[config.mk]
export PLATFORM = sky130hd
export DESIGN_NAME = posfu_top
export DESIGN_NICKNAME = d
export VERILOG_FILES = /design/src/hw/posfu_pkg.sv /design/src/hw/posfu_if.sv /design/src/hw/posfu_field_calc.sv /design/src/hw/posfu_wb_regs.sv /design/src/hw/posfu_top.sv
export SDC_FILE = /design/constraint.sdc
export NUM_CORES = 1
export LEC_CHECK = 0
export ABC_AREA = 1
export ABC_CLOCK_PERIOD_IN_PS = 25000
export BUFFER_PORTS_ARGS = -buffer_cell sky130_fd_sc_hd__buf_4
export CAP_MARGIN = 30
export CORE_MARGIN = 3
export CORE_UTILIZATION = 45
export DETAILED_ROUTE_END_ITERATION = 6
export PLACE_DENSITY = 0.7
export SLEW_MARGIN = 10
export SYNTH_ARGS = -nofsm -noshare
export SYNTH_HDL_FRONTEND = slang
export SYNTH_SLANG_ARGS = --single-unit
[constraint.sdc]
create_clock -name core_clk -period 25 [get_ports core_clk]
set_input_delay 6.25 -clock core_clk [delete_from_list [all_inputs] [get_ports core_clk]]
set_output_delay 6.25 -clock core_clk [all_outputs]
set_load 0.005 [all_outputs]
[src/hw/posfu_pkg.sv]
// shared constants, types and helpers of the one-step transmit field updater
`default_nettype none
package posfu_pkg;
	// transmit flag and per-frame update control layout
	localparam int FLAG_W     = 18;
	localparam int CTL_W      = 17;
	localparam int FRAME_BIT  = 17;
	localparam int TAG_LSB    = 0;
	localparam int TAG_W      = 4;
	localparam int REQ_BIT    = 4;
	localparam int PEER_BIT   = 5;
	localparam int UDP_BIT    = 6;
	localparam int OFF_LSB    = 7;
	localparam int OFF_W      = 8;
	localparam int WIDE_BIT   = 15;
	localparam int STAMP_W    = 30;
	localparam int FIELD_BYTES = 8;
	localparam int IDX_W      = 9;
	localparam logic [IDX_W-1:0] FIELD_LAST = 9'h007;
	localparam logic [IDX_W-1:0] IDX_MAX    = 9'h1FF;
	// nanosecond wrap of the timestamp low word
	localparam logic [31:0] NS_PER_SEC = 32'h3B9A_CA00;
	// register map, byte addresses
	localparam logic [3:0] REG_CTRL   = 4'h0;
	localparam logic [3:0] REG_STATUS = 4'h4;
	localparam logic [3:0] REG_STAMP  = 4'h8;
	localparam int CTRL_EN_BIT  = 0;
	localparam int CTRL_SRC_BIT = 1;
	localparam int STAT_BUSY_BIT = 8;
	localparam logic CTRL_EN_RST  = 1'h0;
	localparam logic CTRL_SRC_RST = 1'h0;

	typedef struct packed {
		logic       vld;
		logic       sop;
		logic       eop;
		logic [7:0] data;
	} posfu_beat_t;

	typedef enum logic [1:0] {
		ST_IDLE  = 2'h0,
		ST_BODY  = 2'h1,
		ST_DRAIN = 2'h3
	} posfu_state_t;

	// ones-complement 16-bit add with end-around carry
	function automatic logic [15:0] posfu_oc_add(input logic [15:0] a, input logic [15:0] b);
		logic [16:0] s;
		s = {1'h0, a} + {1'h0, b};
		posfu_oc_add = s[15:0] + {15'h0000, s[16]};
	endfunction
endpackage
`default_nettype wire

[src/hw/posfu_if.sv]
// interfaces between the updater core, its register slave and its field arithmetic
`timescale 1ns/1ps
`default_nettype none
interface posfu_cfg_if;
	logic        one_step_feature_enable;
	logic        wide_overwrite_source_select;
	logic [3:0]  last_tag;
	logic        busy;
	logic [31:0] last_stamp;
	modport regs (output one_step_feature_enable, output wide_overwrite_source_select,
		input last_tag, input busy, input last_stamp);
	modport core (input one_step_feature_enable, input wide_overwrite_source_select,
		output last_tag, output busy, output last_stamp);
endinterface

interface posfu_calc_if;
	logic [63:0] old_field;
	logic [63:0] new_field;
	logic [63:0] cnt;
	logic [29:0] stamp;
	logic [29:0] peer;
	logic        wide;
	logic        peer_add;
	logic        src_sel;
	logic [15:0] cs_delta;
	modport calc (input old_field, input cnt, input stamp, input peer, input wide,
		input peer_add, input src_sel, output new_field, output cs_delta);
	modport core (output old_field, output cnt, output stamp, output peer, output wide,
		output peer_add, output src_sel, input new_field, input cs_delta);
endinterface
`default_nettype wire

[src/hw/posfu_field_calc.sv]
// new field value and checksum compensation for one updated 64-bit field
`timescale 1ns/1ps
`default_nettype none
module posfu_field_calc (
	posfu_calc_if.calc c // field operands and results
);
	import posfu_pkg::*;

	logic [31:0] stamp32;
	logic [31:0] transient;
	logic [31:0] total;
	logic [15:0] acc;

	always_comb begin
		stamp32 = {2'h0, c.stamp};
		// nanosecond counter may wrap between the two stamps
		if (c.cnt[31:0] < stamp32) begin
			transient = c.cnt[31:0] + (NS_PER_SEC - stamp32);
		end else begin
			transient = c.cnt[31:0] - stamp32;
		end
		total = transient + (c.peer_add ? {2'h0, c.peer} : 32'h0000_0000);
		if (c.wide) begin
			// plain overwrite, no arithmetic
			c.new_field = c.src_sel ? c.cnt : {2'h0, c.stamp, c.cnt[31:0]};
		end else begin
			// field holds nanoseconds scaled by 2^16
			c.new_field = c.old_field + {16'h0000, total, 16'h0000};
		end
		acc = 16'h0000;
		for (int i = 0; i < 4; i++) begin
			acc = posfu_oc_add(acc, c.old_field[16*i +: 16]);
			acc = posfu_oc_add(acc, ~c.new_field[16*i +: 16]);
		end
		c.cs_delta = acc;
	end
endmodule
`default_nettype wire

[src/hw/posfu_wb_regs.sv]
// classic wishbone register slave of the updater
`timescale 1ns/1ps
`default_nettype none
module posfu_wb_regs (
	input  wire logic        core_clk, // clock
	input  wire logic        nrst,     // synchronous reset, active low
	input  wire logic        wb_cyc_i, // bus cycle
	input  wire logic        wb_stb_i, // strobe
	input  wire logic        wb_we_i,  // write enable
	input  wire logic [3:0]  wb_adr_i, // byte address
	input  wire logic [3:0]  wb_sel_i, // byte lanes
	input  wire logic [31:0] wb_dat_i, // write data
	output logic      [31:0] wb_dat_o, // read data
	output logic             wb_ack_o, // acknowledge
	posfu_cfg_if.regs        cfg       // core side
);
	import posfu_pkg::*;

	logic req;

	assign req = wb_cyc_i && wb_stb_i && !wb_ack_o;

	always_ff @(posedge core_clk) begin
		if (!nrst) begin
			wb_ack_o <= 1'h0;
		end else begin
			wb_ack_o <= req;
		end
	end

	always_ff @(posedge core_clk) begin
		if (!nrst) begin
			cfg.one_step_feature_enable      <= CTRL_EN_RST;
			cfg.wide_overwrite_source_select <= CTRL_SRC_RST;
		end else if (req && wb_we_i && wb_adr_i == REG_CTRL && wb_sel_i[0]) begin
			cfg.one_step_feature_enable      <= wb_dat_i[CTRL_EN_BIT];
			cfg.wide_overwrite_source_select <= wb_dat_i[CTRL_SRC_BIT];
		end
	end

	always_ff @(posedge core_clk) begin
		if (!nrst) begin
			wb_dat_o <= 32'h0000_0000;
		end else if (req && !wb_we_i) begin
			case (wb_adr_i)
				REG_CTRL: begin
					wb_dat_o <= {30'h0000_0000, cfg.wide_overwrite_source_select,
						cfg.one_step_feature_enable};
				end
				REG_STATUS: begin
					wb_dat_o <= {23'h00_0000, cfg.busy, 4'h0, cfg.last_tag};
				end
				REG_STAMP: begin
					wb_dat_o <= cfg.last_stamp;
				end
				default: begin
					wb_dat_o <= 32'h0000_0000;
				end
			endcase
		end
	end
endmodule
`default_nettype wire

[src/hw/posfu_top.sv]
// one-step transmit field updater: correction update or 64-bit overwrite in flight
// Functional notes
// - correction-field update only when control bit 15 is zero
// - with the feature enable clear, control bits 15..4 are ignored; the bits 3..0 tag is still returned
// - control vector counts only when transmit flag bit 17 is set
// - bits 3..0 are an opaque tag returned after the frame is sent
// - bit 4 requests an update; when clear, higher bits are ignored
// - bit 5 adds the peer delay besides the transient time
// - bit 6 fixes the last two payload bytes to keep the UDP checksum
// - bits 14..7 give byte offset to the field's most significant byte
// - bit 15 set overwrites eight bytes MSB first, bits 5 and 6 zero
// - overwrite value is flag stamp with counter low, or full counter
// - message type is not inspected; sender asks only for event messages
// - multi-byte fields are network order, first byte most significant
// - transient time is counter at transmission minus flag stamp
// - sent stamp valid pulses for exactly one cycle
`timescale 1ns/1ps
`default_nettype none
module posfu_top #(
	parameter int DEPTH = posfu_pkg::FIELD_BYTES // byte delay line length
) (
	input  wire logic                         core_clk,             // clock, 10 MHz
	input  wire logic                         nrst,                 // synchronous reset, active low
	input  wire logic                         wb_cyc_i,             // wishbone cycle
	input  wire logic                         wb_stb_i,             // wishbone strobe
	input  wire logic                         wb_we_i,              // wishbone write
	input  wire logic [3:0]                   wb_adr_i,             // wishbone byte address
	input  wire logic [3:0]                   wb_sel_i,             // wishbone byte lanes
	input  wire logic [31:0]                  wb_dat_i,             // wishbone write data
	output logic      [31:0]                  wb_dat_o,             // wishbone read data
	output logic                              wb_ack_o,             // wishbone acknowledge
	input  wire logic                         in_valid,             // frame byte valid
	output logic                              in_ready,             // frame byte accepted
	input  wire logic [7:0]                   in_data,              // frame byte
	input  wire logic                         in_sop,               // first byte of frame
	input  wire logic                         in_eop,               // last byte before crc
	input  wire logic [posfu_pkg::FLAG_W-1:0] tx_flags,             // transmit flags, held at sop
	input  wire logic [posfu_pkg::STAMP_W-1:0] tx_stamp,            // flag timestamp, held at sop
	input  wire logic [63:0]                  free_running_counter, // time counter
	input  wire logic [29:0]                  peer_delay,           // ingress link delay
	input  wire logic                         peer_delay_val,       // peer delay valid
	output logic                              out_valid,            // output byte valid
	output logic      [7:0]                   out_data,             // output byte
	output logic                              out_sop,              // output first byte
	output logic                              out_eop,              // output last byte
	output logic                              sent_stamp_valid,     // frame sent pulse
	output logic      [63:0]                  sent_stamp_value,     // counter when frame left
	output logic      [3:0]                   sent_frame_tag_out    // returned frame tag
);
	import posfu_pkg::*;

	generate
		if (DEPTH < FIELD_BYTES) begin : g_depth_check
			$error("delay line shorter than the updated field");
		end
	endgenerate

	posfu_cfg_if  cfg ();
	posfu_calc_if calc ();

	posfu_beat_t               line [DEPTH];
	posfu_beat_t               base_line [DEPTH];
	posfu_beat_t               next_line [DEPTH];
	posfu_state_t              state;
	posfu_state_t              next_state;
	logic                      fr_flag;
	logic [CTL_W-1:0]          fr_ctl;
	logic [STAMP_W-1:0]        fr_stamp;
	logic [IDX_W-1:0]          idx;
	logic [IDX_W-1:0]          cur_idx;
	logic [IDX_W-1:0]          field_end;
	logic [29:0]               peer_q;
	logic [15:0]               cs_adj;
	logic                      cs_pend;
	logic [63:0]               old_field;
	logic                      accept;
	logic                      advance;
	logic                      act;
	logic                      wide;
	logic                      udp_act;
	logic                      field_hit;
	logic                      fix_hit;
	logic                      tail_in_sop;
	logic                      tail_in_eop;

	posfu_field_calc u_calc (
		.c (calc)
	);

	posfu_wb_regs u_regs (
		.core_clk (core_clk),
		.nrst     (nrst),
		.wb_cyc_i (wb_cyc_i),
		.wb_stb_i (wb_stb_i),
		.wb_we_i  (wb_we_i),
		.wb_adr_i (wb_adr_i),
		.wb_sel_i (wb_sel_i),
		.wb_dat_i (wb_dat_i),
		.wb_dat_o (wb_dat_o),
		.wb_ack_o (wb_ack_o),
		.cfg      (cfg)
	);

	assign accept  = in_valid && in_ready;
	// a frame whose last byte is inside keeps moving with no input
	assign advance = accept || (state == ST_DRAIN);
	assign cur_idx = in_sop ? '0 : idx;
	assign field_end = {1'h0, fr_ctl[OFF_LSB +: OFF_W]} + FIELD_LAST;

	// frame type is never looked at, only the control bits
	assign act     = fr_flag && cfg.one_step_feature_enable && fr_ctl[REQ_BIT];
	assign wide    = fr_ctl[WIDE_BIT];
	assign udp_act = act && !wide && fr_ctl[UDP_BIT];
	assign field_hit = accept && !in_sop && act && cur_idx == field_end;
	assign fix_hit   = accept && in_eop && udp_act && cs_pend;

	assign tail_in_sop = advance && line[DEPTH-2].vld && line[DEPTH-2].sop;
	assign tail_in_eop = advance && line[DEPTH-2].vld && line[DEPTH-2].eop;

	assign calc.old_field = old_field;
	assign calc.cnt       = free_running_counter;
	assign calc.stamp     = fr_stamp;
	assign calc.peer      = peer_q;
	assign calc.wide      = wide;
	assign calc.peer_add  = !wide && fr_ctl[PEER_BIT];
	assign calc.src_sel   = cfg.wide_overwrite_source_select;

	assign out_valid = line[DEPTH-1].vld;
	assign out_data  = line[DEPTH-1].data;
	assign out_sop   = line[DEPTH-1].sop;
	assign out_eop   = line[DEPTH-1].eop;

	assign cfg.last_tag   = sent_frame_tag_out;
	assign cfg.busy       = state != ST_IDLE;
	assign cfg.last_stamp = sent_stamp_value[31:0];

	// shifted line before any field rewrite
	always_comb begin
		base_line[0].vld  = accept;
		base_line[0].sop  = accept && in_sop;
		base_line[0].eop  = accept && in_eop;
		base_line[0].data = in_data;
		for (int i = 1; i < DEPTH; i++) begin
			base_line[i] = line[i-1];
		end
	end

	// newest byte is least significant: first byte sent is the MSB
	always_comb begin
		old_field = '0;
		for (int j = 0; j < FIELD_BYTES; j++) begin
			old_field[8*j +: 8] = base_line[j].data;
		end
	end

	always_comb begin
		logic [15:0] last_word;
		last_word = {base_line[1].data, base_line[0].data};
		for (int i = 0; i < DEPTH; i++) begin
			next_line[i] = base_line[i];
		end
		if (field_hit) begin
			for (int j = 0; j < FIELD_BYTES; j++) begin
				next_line[j].data = calc.new_field[8*j +: 8];
			end
		end else if (fix_hit) begin
			last_word = posfu_oc_add(last_word, cs_adj);
			next_line[1].data = last_word[15:8];
			next_line[0].data = last_word[7:0];
		end
	end

	always_ff @(posedge core_clk) begin
		if (!nrst) begin
			for (int i = 0; i < DEPTH; i++) begin
				line[i] <= '0;
			end
		end else if (advance) begin
			for (int i = 0; i < DEPTH; i++) begin
				line[i] <= next_line[i];
			end
		end else begin
			// a presented byte is shown once only
			line[DEPTH-1].vld <= 1'h0;
		end
	end

	always_comb begin
		next_state = state;
		case (state)
			ST_IDLE: begin
				if (accept && in_sop) begin
					next_state = in_eop ? ST_DRAIN : ST_BODY;
				end
			end
			ST_BODY: begin
				if (accept && in_eop) begin
					next_state = ST_DRAIN;
				end
			end
			ST_DRAIN: begin
				if (tail_in_eop) begin
					next_state = ST_IDLE;
				end
			end
			default: begin
				next_state = ST_IDLE;
			end
		endcase
	end

	always_ff @(posedge core_clk) begin
		if (!nrst) begin
			state    <= ST_IDLE;
			in_ready <= 1'h0;
		end else begin
			state    <= next_state;
			in_ready <= next_state != ST_DRAIN;
		end
	end

	// per-frame control, taken with the first byte
	always_ff @(posedge core_clk) begin
		if (!nrst) begin
			fr_flag  <= 1'h0;
			fr_ctl   <= '0;
			fr_stamp <= '0;
		end else if (accept && in_sop) begin
			fr_flag  <= tx_flags[FRAME_BIT];
			fr_ctl   <= tx_flags[CTL_W-1:0];
			fr_stamp <= tx_stamp;
		end
	end

	always_ff @(posedge core_clk) begin
		if (!nrst) begin
			idx <= '0;
		end else if (accept) begin
			if (in_sop) begin
				idx <= {{(IDX_W-1){1'h0}}, 1'h1};
			end else if (idx != IDX_MAX) begin
				idx <= idx + {{(IDX_W-1){1'h0}}, 1'h1};
			end
		end
	end

	always_ff @(posedge core_clk) begin
		if (!nrst) begin
			peer_q <= '0;
		end else if (peer_delay_val) begin
			peer_q <= peer_delay;
		end
	end

	always_ff @(posedge core_clk) begin
		if (!nrst) begin
			cs_adj  <= 16'h0000;
			cs_pend <= 1'h0;
		end else if (accept && in_sop) begin
			cs_pend <= 1'h0;
		end else if (field_hit && udp_act) begin
			cs_adj  <= calc.cs_delta;
			cs_pend <= 1'h1;
		end
	end

	always_ff @(posedge core_clk) begin
		if (!nrst) begin
			sent_stamp_value <= 64'h0000_0000_0000_0000;
		end else if (tail_in_sop) begin
			sent_stamp_value <= free_running_counter;
		end
	end

	always_ff @(posedge core_clk) begin
		if (!nrst) begin
			sent_stamp_valid   <= 1'h0;
			sent_frame_tag_out <= 4'h0;
		end else begin
			sent_stamp_valid <= tail_in_eop && fr_flag;
			if (tail_in_eop && fr_flag) begin
				sent_frame_tag_out <= fr_ctl[TAG_LSB +: TAG_W];
			end
		end
	end

	// checking helpers
	logic [63:0] field_now;
	logic [31:0] exp_tr;
	logic [31:0] cnt_lo;
	logic [31:0] st32;

	assign cnt_lo = free_running_counter[31:0];
	assign st32   = {2'h0, fr_stamp};

	always_comb begin
		field_now = '0;
		for (int j = 0; j < FIELD_BYTES; j++) begin
			field_now[8*j +: 8] = line[j].data;
		end
		if (cnt_lo >= st32) begin
			exp_tr = cnt_lo - st32;
		end else begin
			exp_tr = NS_PER_SEC - st32 + cnt_lo;
		end
	end
endmodule
`default_nettype wire

==> flow_metrics.py <==
metrics = {
    "yosys": {
        "synth_area_sq_um": 31300,
        "synth_nets": 5444,
        "ys.warnings.count": 0,
        "ys_ff_latch": 298,
        "synthArstFlopShare": 0,
        "syn_avg_cell_area_sq_um": 6.312,
        "ys.flop_type": "dfxtp_1",
        "ys_seq_area_frac": 0.2188,
        "ys_types": 66,
        "synth_edf_count": 88,
        "syn_inst": 4958,
    },
    "floorplanning": {
        "rows": 96,
        "io_pins": 313,
        "die_area_sq_um": 72740,
        "core_area_sq_um": 68710,
        "die_x_um": 269.7,
        "die_h_um": 269.7,
        "initial_utilization": 0.4555,
    },
    "routing": {
        "firstDrtPassIters": 7,
        "viasPerCell": 5.487,
        "num_vias": 33842,
        "post_drt_wl_per_cell_um": 19.01,
        "drc": 2,
        "drtIter0Drc": 3104,
        "routed_wirelength_mm": 117.3,
        "ant_nets": 0,
    },
    "worst_hold_path": {
        "hp-class": "register to register",
        "hold_path_depth": 2,
    },
    "flow_run": {
        "maxCapViolCount": 0,
    },
    "final_layout": {
        "instances_no_fill": 6168,
        "fin_nets": 5690,
        "layout.cells.most_common_list": "nand2_1 (1,133), inv_1 (709), a21oi_1 (484)",
        "final_common_cell": "nand2_1",
        "area_delta_synth_final_pct": 14.50,
        "final_layout_size_suffix_gt1_frac": 0.09840,
        "fin_area_sq_um": 35830,
        "nFillCells": 7180,
    },
    "sta": {
        "slew_headroom": 0.3603,
        "worstMarginPinSlew_ns": 0.9516,
        "finalCritPeriodShare": 0.9388,
        "setup_viol": 0,
        "skew_ns": 0.02173,
        "setup_tns_ns": 0,
        "max_clock_freq_mhz": 42.61,
        "whs_ns": 0.4410,
        "finalHoldViolCount": 0,
        "rsz0062_at_grt": "yes",
        "min_period_ns": 23.47,
        "maxSlewViolCount": 0,
    },
    "setup_path": {
        "arrival_ns": 23.92,
        "slowest_stage": "fa_1",
        "reg2reg_depth": 120,
        "worstSetupEndpointType": "register",
        "path_common_cell": "nand2_1",
        "r2r_setup_slack_ns": 6.17,
        "worstPathRequired_ns": 25.45,
        "crit_fanout": 14,
        "criticalPathCategory": "primary input to register",
        "max_stage_delay_ns": 0.40,
        "startpoint_type": "primary input",
    },
    "global_route": {
        "grt_use_total": 0.3077,
        "grt_max_degree": 99,
        "antenna_found_initial": 9,
        "grt_pass1_wl_mm": 176.5,
        "grt_overflow": 0,
        "grt_pass1_vias": 30965,
    },
    "cts": {
        "clk_path_buf_depth": 3,
        "clk_pin_slew_worst_paths_ns": 0.05,
        "cts_tree": "done",
        "cts_max_level": 2,
        "cts_root_buf": "clkbuf_16",
        "cts.sinks": 298,
        "cts_hold_buf": 0,
        "cts_buffers": 38,
        "clk_latency_ns": 0.58,
    },
    "placement": {
        "numPortBuffers": 278,
        "hpwl_mm": 96.48,
        "place_area_sq_um": 34340,
        "post-place-cells": 6089,
        "gp_congestion": 1.013,
    },
    "outcome": {
        "status": "finished, violations left",
        "violations": "design-rule violations",
    },
}
[flip-flops by register name, summed over array words and instances (netlist names), 2 cells and up]
signal and flops:
idx 9, u_regs.wb_dat_o 32, calc.stamp 30, fr_ctl 16, calc.peer 30, line 88, cs_adj 16, sent_frame_tag_out 4
sent_stamp_value 64, state 2
[worst paths after layout]
| check | startpoint | endpoint |
|---|---|---|
| worst max-delay path | free_running_counter[0] | cs_adj[9] |
| worst max register to register | fr_ctl[15] | cs_adj[9] |
| worst min-delay path | sent_stamp_value[39] | sent_stamp_value[39] |
| worst min register to register | sent_stamp_value[39] | sent_stamp_value[39] |
[area by class of cell]
| type | count | area [sq um] | share of cell area |
|---|---|---|---|
| diodes | 3 | 7.507 | 0.0002095 |
| clock buffers | 56 | 1152 | 0.03216 |
| clock inverters | 14 | 176.4 | 0.004923 |
| inverters | 725 | 2721 | 0.07595 |
| multi-input cells | 3828 | 21410 | 0.5974 |
| flip-flops and latches | 298 | 6847 | 0.1911 |
| well taps | 931 | 1165 | 0.03251 |
| repair buffers | 313 | 2357 | 0.06578 |
[Yosys cell counts (15+ instances only)]
master | count | area share
a21o_1 | 25 | 0.0060
a21oi_1 | 488 | 0.078
a22oi_1 | 28 | 0.0067
a31oi_1 | 21 | 0.0042
buf_2 | 17 | 0.0027
clkbuf_1 | 79 | 0.0095
dfxtp_1 | 210 | 0.13
edfxtp_1 | 88 | 0.084
ha_1 | 275 | 0.11
inv_1 | 710 | 0.085
mux2i_1 | 15 | 0.0048
nand2_1 | 1135 | 0.14
nand3_1 | 329 | 0.053
nand4_1 | 82 | 0.016
nor2_1 | 490 | 0.059
nor3_1 | 45 | 0.0072
o21a_1 | 18 | 0.0043
o21ai_0 | 405 | 0.065
o21ai_1 | 29 | 0.0046
o21bai_1 | 28 | 0.0067
or2_2 | 26 | 0.0052
xnor2_1 | 60 | 0.017
xor2_1 | 171 | 0.048
[logic make-up (layout without fill, tap and decap cells)]
group           count (synthesis)  in the layout  share of synthesized area
simple gates                 2188           2188                     0.2977
compound gates               1096           1096                     0.1890
buf+inv                       832           1108                     0.1018
flops                         298            298                     0.2188
fa+ha+maj                     287            287                     0.1176
xor+xnor                      241            241                    0.07021
mux                            15             15                   0.004798
other cells                     1              4                  0.0001198
[metal layers]
layer	wire length (um)	global-route usage	vias up
met4	5113	0.1208	2
met2	54340	0.5240	1236
li1	-	-	16871
met1	50010	0.3940	15467
met3	7785	0.04209	266
met5	13	0	-
[worst max-delay path: cells and delay by family]
family / cells / cell delay (ns)
buf+inv: 14 / 1.54
xor+xnor: 5 / 0.95
simple gates: 54 / 6.31
compound gates: 30 / 4.72
fa+ha+maj: 15 / 4.09
[stage by stage]
stage,worst slack (ns),utilization
final,1.529,0.5215
after global routing,-0.08524,0.5214
after CTS,0.7480,0.5191
after detailed placement,0.2640,0.4998
after global placement,0.4726,0.4996
after floorplan,3.524,-
[timing repair]
item | CTS | global route
buffers inserted | 0 | 6
setup endpoints to repair | 0 | 16
gates resized for setup | 0 | 35
Power is not shown: default switching activity piles up to over one toggle a cycle in this logic, so the estimate is an artifact.
